### config.mk
export PLATFORM = sky130hd
export DESIGN_NAME = output_driver_protection_regs
export DESIGN_NICKNAME = d
export VERILOG_FILES = /design/src/rtl/drv_prot_pkg.sv /design/src/rtl/output_driver_protection_regs.sv
export SDC_FILE = /design/constraint.sdc
export NUM_CORES = 1
export LEC_CHECK = 0
export BUFFER_PORTS_ARGS = -buffer_cell sky130_fd_sc_hd__buf_2
export CAP_MARGIN = 5
export CORE_MARGIN = 10
export CORE_UTILIZATION = 41
export DETAILED_ROUTE_END_ITERATION = 10
export GPL_ROUTABILITY_DRIVEN = 0
export GPL_TIMING_DRIVEN = 0
export PLACE_DENSITY = 0.72
export SKIP_LAST_GASP = 1
export SLEW_MARGIN = 30
export SYNTH_ARGS = -nofsm -noshare
export SYNTH_HDL_FRONTEND = slang
export SYNTH_SLANG_ARGS = --single-unit
export TNS_END_PERCENT = 30
### constraint.sdc
create_clock -name mclk -period 3.69 [get_ports mclk]
set_input_delay 0.5535 -clock mclk [delete_from_list [all_inputs] [get_ports mclk]]
set_output_delay 0.5535 -clock mclk [all_outputs]
set_load 0.01 [all_outputs]
### src/rtl/drv_prot_pkg.sv
// package: register map, field positions and reset values for the output driver register bank
package drv_prot_pkg;
  localparam logic [7:0] page_select_off = 8'h00;
  localparam logic [7:0] driver_error_control_off = 8'h1e;
  localparam logic [7:0] headphone_driver_control_off = 8'h1f;
  localparam logic [7:0] speaker_amp_control_off = 8'h20;
  localparam logic [7:0] pin_volume_gain_readout_off = 8'h75;
  localparam logic [7:0] gain_page = 8'h00;
  localparam logic [7:0] driver_page = 8'h01;
  localparam logic [7:0] page_select_rst = 8'h00;
  localparam logic [7:0] driver_error_control_rst = 8'h00;
  localparam logic [7:0] headphone_driver_control_rst = 8'h04;
  localparam logic [7:0] speaker_amp_control_rst = 8'h06;
  localparam logic [6:0] gain_code_rst = 7'h00;
  localparam logic [6:0] gain_code_reserved = 7'h7f;
  localparam logic [6:0] gain_code_min = 7'h7e;
  localparam int hp_left_bit = 7;
  localparam int hp_right_bit = 6;
  localparam int hp_resp_bit = 1;
  localparam int hp_short_bit = 0;
  localparam int sp_left_bit = 7;
  localparam int sp_right_bit = 6;
  localparam int sp_short_bit = 0;
  localparam int hp_keep_bit = 1;
  localparam int sp_keep_bit = 0;
  localparam logic [7:0] hp_stored_mask = 8'hde;
  localparam logic [7:0] sp_stored_mask = 8'hfe;
  localparam logic [7:0] err_stored_mask = 8'h03;
  localparam logic [1:0] cm_1v35 = 2'h0;
  localparam logic [1:0] cm_1v50 = 2'h1;
  localparam logic [1:0] cm_1v65 = 2'h2;
  localparam logic [1:0] cm_1v80 = 2'h3;
  // control outputs toward the analog drivers
  typedef struct packed {
    logic left_headphone_driver;
    logic right_headphone_driver;
    logic left_speaker_driver;
    logic right_speaker_driver;
    logic [1:0] common_mode_sel;
    logic hp_power_down_on_short;
  } drv_ctrl_t;
endpackage : drv_prot_pkg

### src/rtl/output_driver_protection_regs.sv
// output driver control and short-circuit protection register bank
`timescale 1ns/1ps
// Summary of operation
// (RULE_01) Gain readout is a 7-bit read-only code where zero is +18 dB, stepping down 0.5 dB.
// (RULE_02) The gain code skips 0 dB, going from +0.5 dB at 0x23 to -0.5 dB at 0x24.
// (RULE_03) The lowest gain is -63 dB at 0x7e and code 0x7f is reserved and never reported.
// (RULE_04) Software writes only zero to bit 7 of the gain readout; the low bits are read-only.
// (RULE_05) The page register holds an 8-bit page number, resets to zero and selects the page.
// (RULE_06) Software does not write the reserved registers of page zero or page one.
// (RULE_07) With headphone keep bit 0 and response select 1, a short clears both headphone bits.
// (RULE_08) With speaker keep bit 0, a short clears both speaker power-up bits.
// (RULE_09) Bits 7 and 6 of the headphone register power up left and right drivers, reset 0.
// (RULE_10) Bits 4:3 of the headphone register select common mode 1.35, 1.5, 1.65 or 1.8 V.
// (RULE_11) Response select 0 only limits load current on a short, 1 powers the driver down.
// (RULE_12) Bit 0 of the headphone register reads 1 while a headphone short is detected.
// (RULE_13) Software writes 1 to headphone bit 2, which resets to 1, and 0 to bit 5.
// (RULE_14) Speaker power-up bits are bits 7 and 6 of the speaker amplifier register.
// (RULE_15) A short clears power-up bits in the cycle it is sampled, and reads see it.
module output_driver_protection_regs
  import drv_prot_pkg::*;
(
  input wire logic mclk,
  input wire logic nrst,
  input wire logic wr_en,
  input wire logic rd_en,
  input wire logic [7:0] addr,
  input wire logic [7:0] wdata,
  output logic [7:0] rdata,
  output logic [7:0] page,
  input wire logic hp_short_pin,
  input wire logic sp_short_pin,
  input wire logic [6:0] gain_code_in,
  output drv_ctrl_t drv_ctrl
);
  // register map; page_select answers at offset 0x00 on every page, the rest need a page:
  //   page 0, 0x75: pin-volume gain code in bits 6:0, bit 7 always reads zero
  //   page 1, 0x1e: error control, bit 1 keeps headphone and bit 0 keeps speaker power-up
  //   page 1, 0x1f: headphone drivers, power-up 7:6, common mode 4:3, short response 1
  //   page 1, 0x20: speaker amplifier, power-up 7:6, short flag 0
  // every other offset reads zero and ignores writes, so reserved space stays inert
  // limitation: reads are registered, rdata changes only on the edge that samples rd_en
  // a short overrides a same-cycle power-up write, trading host intent for driver safety

  logic [7:0] page_reg;
  logic [7:0] err_reg;
  logic [7:0] hp_reg;
  logic [7:0] sp_reg;
  logic [6:0] gain_reg;
  logic [1:0] hp_sync_reg;
  logic [1:0] sp_sync_reg;
  logic [6:0] gain_meta_reg;
  logic [6:0] gain_sync_reg;
  logic hp_short;
  logic sp_short;
  logic wr_err;
  logic wr_hp;
  logic wr_sp;
  logic [7:0] hp_next;
  logic [7:0] sp_next;
  logic [7:0] rdata_next;
  logic [6:0] gain_hold_reg;
  logic gain_steady;
  logic wr_page;
  logic sel_gain;
  logic sel_err;
  logic sel_hp;
  logic sel_sp;

  // short flags and gain code come from the analog side, so two flops each
  always_ff @(posedge mclk or negedge nrst) begin
    if (!nrst) begin
      hp_sync_reg <= 2'h0;
      sp_sync_reg <= 2'h0;
      gain_meta_reg <= gain_code_rst;
      gain_sync_reg <= gain_code_rst;
    end else begin
      hp_sync_reg <= {hp_sync_reg[0], hp_short_pin};
      sp_sync_reg <= {sp_sync_reg[0], sp_short_pin};
      gain_meta_reg <= gain_code_in;
      gain_sync_reg <= gain_meta_reg;
    end
  end
  assign hp_short = hp_sync_reg[1];
  assign sp_short = sp_sync_reg[1];

  // third gain stage fed only by the second flop, so the first never reaches logic
  always_ff @(posedge mclk or negedge nrst) begin
    if (!nrst) begin
      gain_hold_reg <= gain_code_rst;
    end else begin
      gain_hold_reg <= gain_sync_reg;
    end
  end
  assign gain_steady = gain_sync_reg == gain_hold_reg;

  // gain code may tear across bits; a change is only taken once two stages agree
  // this costs one cycle, invisible next to the converter's own update rate
  always_ff @(posedge mclk or negedge nrst) begin
    if (!nrst) begin
      gain_reg <= gain_code_rst;
    end else if (gain_steady) begin
      if (gain_sync_reg == gain_code_reserved) begin
        gain_reg <= gain_code_min; // RULE_03
      end else begin
        gain_reg <= gain_sync_reg; // RULE_01 RULE_02
      end
    end
  end

  // page select, any 8-bit value accepted
  always_ff @(posedge mclk or negedge nrst) begin
    if (!nrst) begin
      page_reg <= page_select_rst;
    end else if (wr_page) begin
      page_reg <= wdata; // RULE_05
    end
  end

  // address decode shared by the write strobes and the read mux
  // writes to the read-only gain readout or reserved offsets decode to nothing
  assign wr_page = wr_en && addr == page_select_off;
  assign sel_gain = page_reg == gain_page && addr == pin_volume_gain_readout_off;
  assign sel_err = page_reg == driver_page && addr == driver_error_control_off;
  assign sel_hp = page_reg == driver_page && addr == headphone_driver_control_off;
  assign sel_sp = page_reg == driver_page && addr == speaker_amp_control_off;
  assign wr_err = wr_en && sel_err;
  assign wr_hp = wr_en && sel_hp;
  assign wr_sp = wr_en && sel_sp;

  // error control keeps only its two keep bits
  always_ff @(posedge mclk or negedge nrst) begin
    if (!nrst) begin
      err_reg <= driver_error_control_rst;
    end else if (wr_err) begin
      err_reg <= wdata & err_stored_mask;
    end
  end

  // next headphone value: write first, then the short clears power-up on top
  always_comb begin
    hp_next = hp_reg;
    if (wr_hp) begin
      hp_next = (wdata & hp_stored_mask) | (hp_reg & ~hp_stored_mask);
    end
    if (hp_short && !err_reg[hp_keep_bit] && hp_next[hp_resp_bit]) begin // RULE_07 RULE_11
      hp_next[hp_left_bit] = 1'b0; // RULE_15
      hp_next[hp_right_bit] = 1'b0;
    end
    hp_next[hp_short_bit] = hp_short; // RULE_12
  end

  // next speaker value; a short wins over a simultaneous power-up write
  always_comb begin
    sp_next = sp_reg;
    if (wr_sp) begin
      sp_next = (wdata & sp_stored_mask) | (sp_reg & ~sp_stored_mask); // RULE_14
    end
    if (sp_short && !err_reg[sp_keep_bit]) begin // RULE_08
      sp_next[sp_left_bit] = 1'b0; // RULE_15
      sp_next[sp_right_bit] = 1'b0;
    end
    sp_next[sp_short_bit] = sp_short;
  end

  // headphone driver register
  always_ff @(posedge mclk or negedge nrst) begin
    if (!nrst) begin
      hp_reg <= headphone_driver_control_rst; // RULE_09
    end else begin
      hp_reg <= hp_next;
    end
  end

  // speaker amplifier register
  always_ff @(posedge mclk or negedge nrst) begin
    if (!nrst) begin
      sp_reg <= speaker_amp_control_rst;
    end else begin
      sp_reg <= sp_next;
    end
  end

  // read mux; unmapped and reserved addresses read zero, top gain bit reads zero
  always_comb begin
    rdata_next = 8'h00;
    if (addr == page_select_off) begin
      rdata_next = page_reg;
    end else if (sel_gain) begin
      rdata_next = {1'b0, gain_reg}; // RULE_04
    end else if (sel_err) begin
      rdata_next = err_reg;
    end else if (sel_hp) begin
      rdata_next = hp_reg;
    end else if (sel_sp) begin
      rdata_next = sp_reg;
    end
  end

  // read data holds between reads, so the host may fetch it at leisure
  always_ff @(posedge mclk or negedge nrst) begin
    if (!nrst) begin
      rdata <= 8'h00;
    end else if (rd_en) begin
      rdata <= rdata_next;
    end
  end

  // registered page copy for the rest of the device, one cycle behind page_reg
  always_ff @(posedge mclk or negedge nrst) begin
    if (!nrst) begin
      page <= page_select_rst;
    end else begin
      page <= page_reg;
    end
  end

  // driver controls come from flops; the extra cycle is harmless next to analog ramps
  always_ff @(posedge mclk or negedge nrst) begin
    if (!nrst) begin
      drv_ctrl <= '0;
    end else begin
      drv_ctrl.left_headphone_driver <= hp_reg[hp_left_bit]; // RULE_09
      drv_ctrl.right_headphone_driver <= hp_reg[hp_right_bit];
      drv_ctrl.left_speaker_driver <= sp_reg[sp_left_bit];
      drv_ctrl.right_speaker_driver <= sp_reg[sp_right_bit];
      drv_ctrl.common_mode_sel <= hp_reg[4:3]; // RULE_10
      drv_ctrl.hp_power_down_on_short <= hp_reg[hp_resp_bit]; // RULE_11
    end
  end
endmodule : output_driver_protection_regs

==> key figures, run 1 <==
Outcome
  • Outcome: finished, final reports clean

Die
  • Die width: 106 um
  • Full die area: 11300 um2
  • # rows: 31
  • Initial Util: 42.2%
  • Die span in y: 106 um
  • Core Region: 7210 um2
  • Number of I/O pins: 52

Pwr
  • Switching pwr: 0.000417 W
  • Cell Pwr Density: 471 nW/um2
  • Logic pwr share: 7.4%
  • Sequential power share: 55.3%
  • Sw frac: 24.3%
  • Clock power share: 37.3%
  • Leak Pwr: 1.75 nW
  • Worst-case vdd ir drop: 0.288 mV
  • P_int: 0.00130 W

STA
  • Crit path time final: 2.23 ns
  • Final setup violation count: 0
  • Max_slew headroom: 57.9%
  • Unrepaired setup endpoints after global routing: false
  • Worst-Margin Slew: 0.624 ns
  • F_max: 448 MHz
  • Setup ws final: 1.46 ns
  • Tcrit/Tclk final: 60.5%
  • Layout Skew: 0.0115 ns
  • Hold Fails Final Rpt: 0
  • Setup TNS: 0 ns
  • Final slew viol count: 0

Global route
  • Largest net degree at the start of global routing: 52
  • GRT Residual Overflow: 0
  • Vias in the first global route: 1966
  • First-pass GRT wire length: 10100 um
  • Initial antenna violation count: 0
  • All-layer global routing usage: 11.3%

Synth
  • Fraction of registers with async set/reset: 100%
  • Ys flop type: dfrtp_1
  • Most common cell in the netlist: dfrtp_1
  • Seq cells post-synth: 80
  • Seq/Total Area, Yosys: 65.9%
  • Avg Cell Area, Syn: 14.1 um2
  • Mapped Area: 3040 um2
  • YS warnings: 0
  • Mapped Nets: 245
  • Count of different cell masters after synthesis: 39
  • Synth top area share: 63.3%
  • Synth area leaders: dfrtp_1, mux2_2, dfstp_2, mux2_4, a22oi_1
  • EDFF count, synth: 0
  • Synth area leader: dfrtp_1
  • Cells after synthesis: 216
  • Post-synth top cells: dfrtp_1, mux2_2, nand2_1

CTS
  • Worst-path clk slew: 0.09 ns
  • CTS Hold Buffers Added: 0
  • # H-tree levels: 3
  • Clock sinks: 80
  • Post-CTS setup repair buffer count: 0
  • Root Driver: clkbuf_8
  • Clk_lat worst skew: 0.35 ns
  • Post_cts resized: 0
  • CTS tree: built
  • Clock Path Buffers: 2
  • TritonCTS Buffers: 9

Detailed routing
  • Router iterations before antenna repair: 4
  • Vias: 1903
  • Total Wirelength: 6080 um
  • Drt via density: 4.99
  • Post-route ant nets: 0
  • WL/cell: 16.0 um
  • Residual DRC: 0
  • Iteration-0 DRC Markers: 110

Placed design
  • Detailed Place HPWL: 4520 um
  • Dpl ws: 1.28 ns
  • Placed standard-cell area: 3440 um2
  • Placed cell count: 365
  • I/O Buffers: 49

Setup path
  • Worst Path Arrival: 2.46 ns
  • CP endpoint kind: flip-flop
  • Number of buffers and inverters on the critical path: 0
  • Reg2reg setup slack: 1.46 ns
  • Worst path max stage delay: 0.60 ns
  • Critical path fanouts, max: 6
  • Slowest cell on the critical path: or4_4
  • R2r startpoint: page_reg[7]
  • Worst path required time: 3.92 ns
  • CP startpoint: page_reg[7]
  • Type of origin of the critical path: flip-flop
  • CP Cell Sequence: or4_4 -> nor4_4 -> nand2_4 -> mux2_4
  • Crit path max-delay family: simple AND/OR/NAND/NOR gates
  • Setup CP Type: reg -> reg

Min path
  • Worst Hold Class: in -> async

Layout
  • Final std cells w/o fill: 381
  • Layout area overhead: 19.7%
  • # fillers: 654
  • Max FFs per register: 16
  • Layout cells sized above 1: 36.2%
  • Final instance area: 3640 um2
  • Final #Nets: 306
  • Ant. Diodes: 0

Job
  • MaxCap Viol Count: 0
## layout by cell type (no fill, tap or decap), types with 4 or more instances in the layout
cell	instances
a21oi_1	10
a22oi_1	7
buf_2	48
clkbuf_8	9
dfrtp_1	77
inv_1	4
mux2_2	21
mux2_4	4
mux2i_1	5
nand2_1	11
nand2b_1	4
nor2_1	6
nor2b_1	5
nor3_1	4
nor4_1	5
o21ai_0	5
xor2_1	4
## worst paths after layout
| check | end | cells after the start |
|---|---|---|
| max | hp_reg[1] | 4 |
| min | rdata[4] | 1 |
| max reg2reg | hp_reg[1] | 4 |
| min reg2reg | gain_sync_reg[6] | 0 |
| max in group asynchronous | hp_reg[2] | 2 |
| min in group mclk | gain_meta_reg[4] | 1 |
## stage by stage
step / util, % / total power [W] / hold WS (ns)
final: 50.5 / 0.00172 / 0.125
after global routing: 50.5 / 0.00179 / 0.140
after CTS: 50.5 / 0.00174 / 0.129
after detailed placement: 47.7 / 0.00110 / 0.335
after global placement: 47.3 / 0.00109 / 0.333
after floorplan: - / 0.00103 / 0.258
## cell type report
type / instances / area (um2) / share of cell area (%)
clock buffers: 9 / 124 / 3.40
well taps: 99 / 124 / 3.40
clock inverters: 7 / 77.6 / 2.13
multi-input cells: 128 / 998 / 27.4
inverters: 4 / 15.0 / 0.412
plain buffers: 4 / 22.5 / 0.618
repair buffers: 50 / 275 / 7.56
flip-flops and latches: 80 / 2010 / 55.1
## metal layers
metal / vias up / global-route usage [%] / wire length, um
met4: 0 / 4.35 / 94
li1: 910 / - / -
met5: - / 0 / 0
met2: 54 / 15.9 / 2740
met3: 8 / 4.47 / 332
met1: 931 / 15.2 / 2920
## power groups by stage
| stage | registers [W] | logic, W | clock network [W] |
|---|---|---|---|
| 6_report | 0.000950 | 0.000127 | 0.000640 |
| 5_1_grt | 0.000956 | 0.000142 | 0.000696 |
| 4_1_cts | 0.000950 | 0.000130 | 0.000657 |
| 3_5_place_dp | 0.000968 | 0.000129 | 0 |
| 3_3_place_gp | 0.000967 | 0.000121 | 0 |
| 2_1_floorplan | 0.000963 | 0.0000628 | 0 |
## cell families after synthesis
logic type                share of synthesized area [%]
DFF                                                65.9
AOI/OAI and AO/OA                                  7.08
xor gates and xnor gates                           2.02
muxes                                              11.4
and+or+nand+nor                                    12.3
buffers and inverters                              1.23
(Power assumes the default switching activity.)
==> run 2: changes to the inputs <==
PLACE_DENSITY = 0.75   (was 0.72)
clock period = 1.8 ns   (was 3.69 ns; I/O delays follow)
==> run 2 against run 1 <==
The run now ends with negative setup slack left. Combinational power up 120%. Hold slack worse by 0.10 ns. Sequential share of layout area down 2.1 points. Clock-buffer cell count unchanged. Flip-flop and latch count unchanged. Critical path depth unchanged. Total power up 120%. Clock skew down 0.0039 ns. Clock power up 150%. Global-route usage up 0.74 points. Largest power group unchanged. Register-to-register slack worse by 1.6 ns.
==> key figures, run 2 (synthesis results as in run 1) <==
Outcome
  • Outcome: complete, but fails checks (was finished, final reports clean)
  • Failing checks: negative setup slack

Global route
  • Vias in the first global route: 2077 (was 1966)
  • Initial antenna violation count: 0 (unchanged)
  • Largest net degree at the start of global routing: 51 (was 52)
  • All-layer global routing usage: 12.0% (was 11.3%)
  • First-pass GRT wire length: 10700 um (was 10100 um)
  • GRT Residual Overflow: 0 (unchanged)

Setup path
  • Worst path max stage delay: 0.52 ns (was 0.60 ns)
  • Critical path fanouts, max: 5 (was 6)
  • Worst path required time: 2.04 ns (was 3.92 ns)
  • Number of buffers and inverters on the critical path: 0 (unchanged)
  • Type of origin of the critical path: flip-flop (unchanged)
  • Slowest cell on the critical path: or4_4 (unchanged)
  • CP endpoint kind: flip-flop (unchanged)
  • CP Cell Sequence: or4_4 -> nor4_4 -> nand2_4 -> mux2_4 (unchanged)
  • Worst Path Arrival: 2.18 ns (was 2.46 ns)
  • Crit path max-delay family: simple AND/OR/NAND/NOR gates (unchanged)
  • Setup CP Type: reg -> reg (unchanged)

Detailed routing
  • Drt via density: 5.05 (was 4.99)
  • Iteration-0 DRC Markers: 217 (was 110)
  • Post-route ant nets: 0 (unchanged)
  • Vias: 1986 (was 1903)
  • Total Wirelength: 6490 um (was 6080 um)
  • WL/cell: 16.5 um (was 16.0 um)
  • Router iterations before antenna repair: 4 (unchanged)
  • Residual DRC: 0 (unchanged)

STA
  • Worst-Margin Slew: 0.770 ns (was 0.624 ns)
  • Setup ws final: -0.138 ns (was 1.46 ns)
  • Max_slew headroom: 48.1% (was 57.9%)
  • Hold WS: 0.0213 ns (was 0.125 ns)
  • Final slew viol count: 0 (unchanged)
  • F_max: 516 MHz (was 448 MHz)
  • Unrepaired setup endpoints after global routing: true (was false)
  • Tcrit/Tclk final: 108% (was 60.5%)
  • Hold Fails Final Rpt: 0 (unchanged)
  • Layout Skew: 0.00763 ns (was 0.0115 ns)
  • Final setup violation count: 16 (was 0)
  • Crit path time final: 1.94 ns (was 2.23 ns)

Pwr
  • Worst-case vdd ir drop: 0.452 mV (was 0.288 mV)
  • Leak Pwr: 1.83 nW (was 1.75 nW)
  • Cell Pwr Density: 1000 nW/um2 (was 471 nW/um2)

Die
  • Die width: 106 um (unchanged)
  • Initial Util: 42.2% (unchanged)
  • Number of I/O pins: 52 (unchanged)
  • Full die area: 11300 um2 (unchanged)
  • Core Region: 7210 um2 (unchanged)
  • # rows: 31 (unchanged)
  • Die span in y: 106 um (unchanged)

Layout
  • Max FFs per register: 16 (unchanged)
  • Ant. Diodes: 0 (unchanged)
  • Final core utilization: 52.6% (was 50.5%)
  • Commonest non-fill, non-tap cell in the layout: dfrtp_1 (unchanged)
  • Final instance area: 3790 um2 (was 3640 um2)
  • Layout cells sized above 1: 39.1% (was 36.2%)
  • Final #Nets: 318 (was 306)
  • Layout area overhead: 24.7% (was 19.7%)
  • # fillers: 633 (was 654)
  • Commonest cells after routing, fill and taps aside: dfrtp_1, buf_2, mux2_2 (unchanged)

CTS
  • CTS tree: built (unchanged)
  • Clock sinks: 80 (unchanged)
  • # H-tree levels: 3 (unchanged)
  • TritonCTS Buffers: 9 (unchanged)
  • Root Driver: clkbuf_8 (unchanged)
  • Clock Path Buffers: 2 (unchanged)
  • Clk_lat worst skew: 0.35 ns (about the same)
  • Worst-path clk slew: 0.08 ns (was 0.09 ns)

Placed design
  • I/O Buffers: 49 (unchanged)
  • Placed standard-cell area: 3430 um2 (was 3440 um2)
  • Detailed Place HPWL: 4680 um (was 4520 um)

Job
  • MaxCap Viol Count: 0 (unchanged)

Min path
  • Worst Hold Class: in -> reg (was in -> async)
-- run 2: power by group --
part	leakage (nW)	total [W]	internal, W	switching [W]
registers	1.01	0.00195	0.00189	0.0000576
clock network	0.121	0.00157	0.000925	0.000649
logic	0.701	0.000274	0.000129	0.000146
-- run 2: metal layers --
layer / wire, um / vias to the layer above / GRT usage (%)
met5: 0 / - / 0
met4: 112 / 0 / 4.35
met3: 431 / 12 / 5.07
met2: 3070 / 53 / 17.9
met1: 2880 / 978 / 15.3
li1: - / 943 / -
-- run 2: worst paths after layout --
kind	startpoint	endpoint	slack, ns	cells after the start
max	page_reg[7]	hp_reg[1]	-0.14	4
min	gain_code_in[1]	gain_meta_reg[1]	0.02	1
max reg2reg	page_reg[7]	hp_reg[1]	-0.14	4
min reg2reg	gain_meta_reg[0]	gain_sync_reg[0]	0.35	0
max in group asynchronous	nrst	sp_reg[1]	0.67	3
min in group asynchronous	nrst	hp_reg[4]	0.48	2
-- run 2: layout make-up --
class,instances,area (um2),area share (%)
multi-input cells,128,1010,26.6
repair buffers,62,372,9.80
clock inverters,7,119,3.13
plain buffers,4,23.8,0.627
well taps,99,124,3.27
clock buffers,9,124,3.27
flip-flops and latches,80,2010,53.0
inverters,4,15.0,0.396
-- run 2: what timing repair did --
action / CTS / global route
gates resized for setup: 0 / 7
buffers inserted: 8 / 0
endpoints found under the setup margin: 22 / 28
hold endpoints to repair: 51 / 1
hold buffers: 3 / 1
pin swaps: 3 / 3
-- run 2: stage by stage --
stage	setup TNS, ns	setup slack [ns]	cells	total power (W)
3_3_place_gp	-6.86	-0.371	364	0.00223
4_1_cts	-1.44	-0.127	392	0.00383
6_report	-1.41	-0.138	393	0.00380
5_1_grt	-3.53	-0.200	393	0.00395
3_5_place_dp	-5.43	-0.403	365	0.00224
2_1_floorplan	-0.561	-0.151	216	0.00210
-- run 2: worst reg2reg max path: cells and delay by family (launching register included) --
kind	cells	cell delay, ns
simple gates	3	1.06
flops	1	0.45
mux	1	0.32
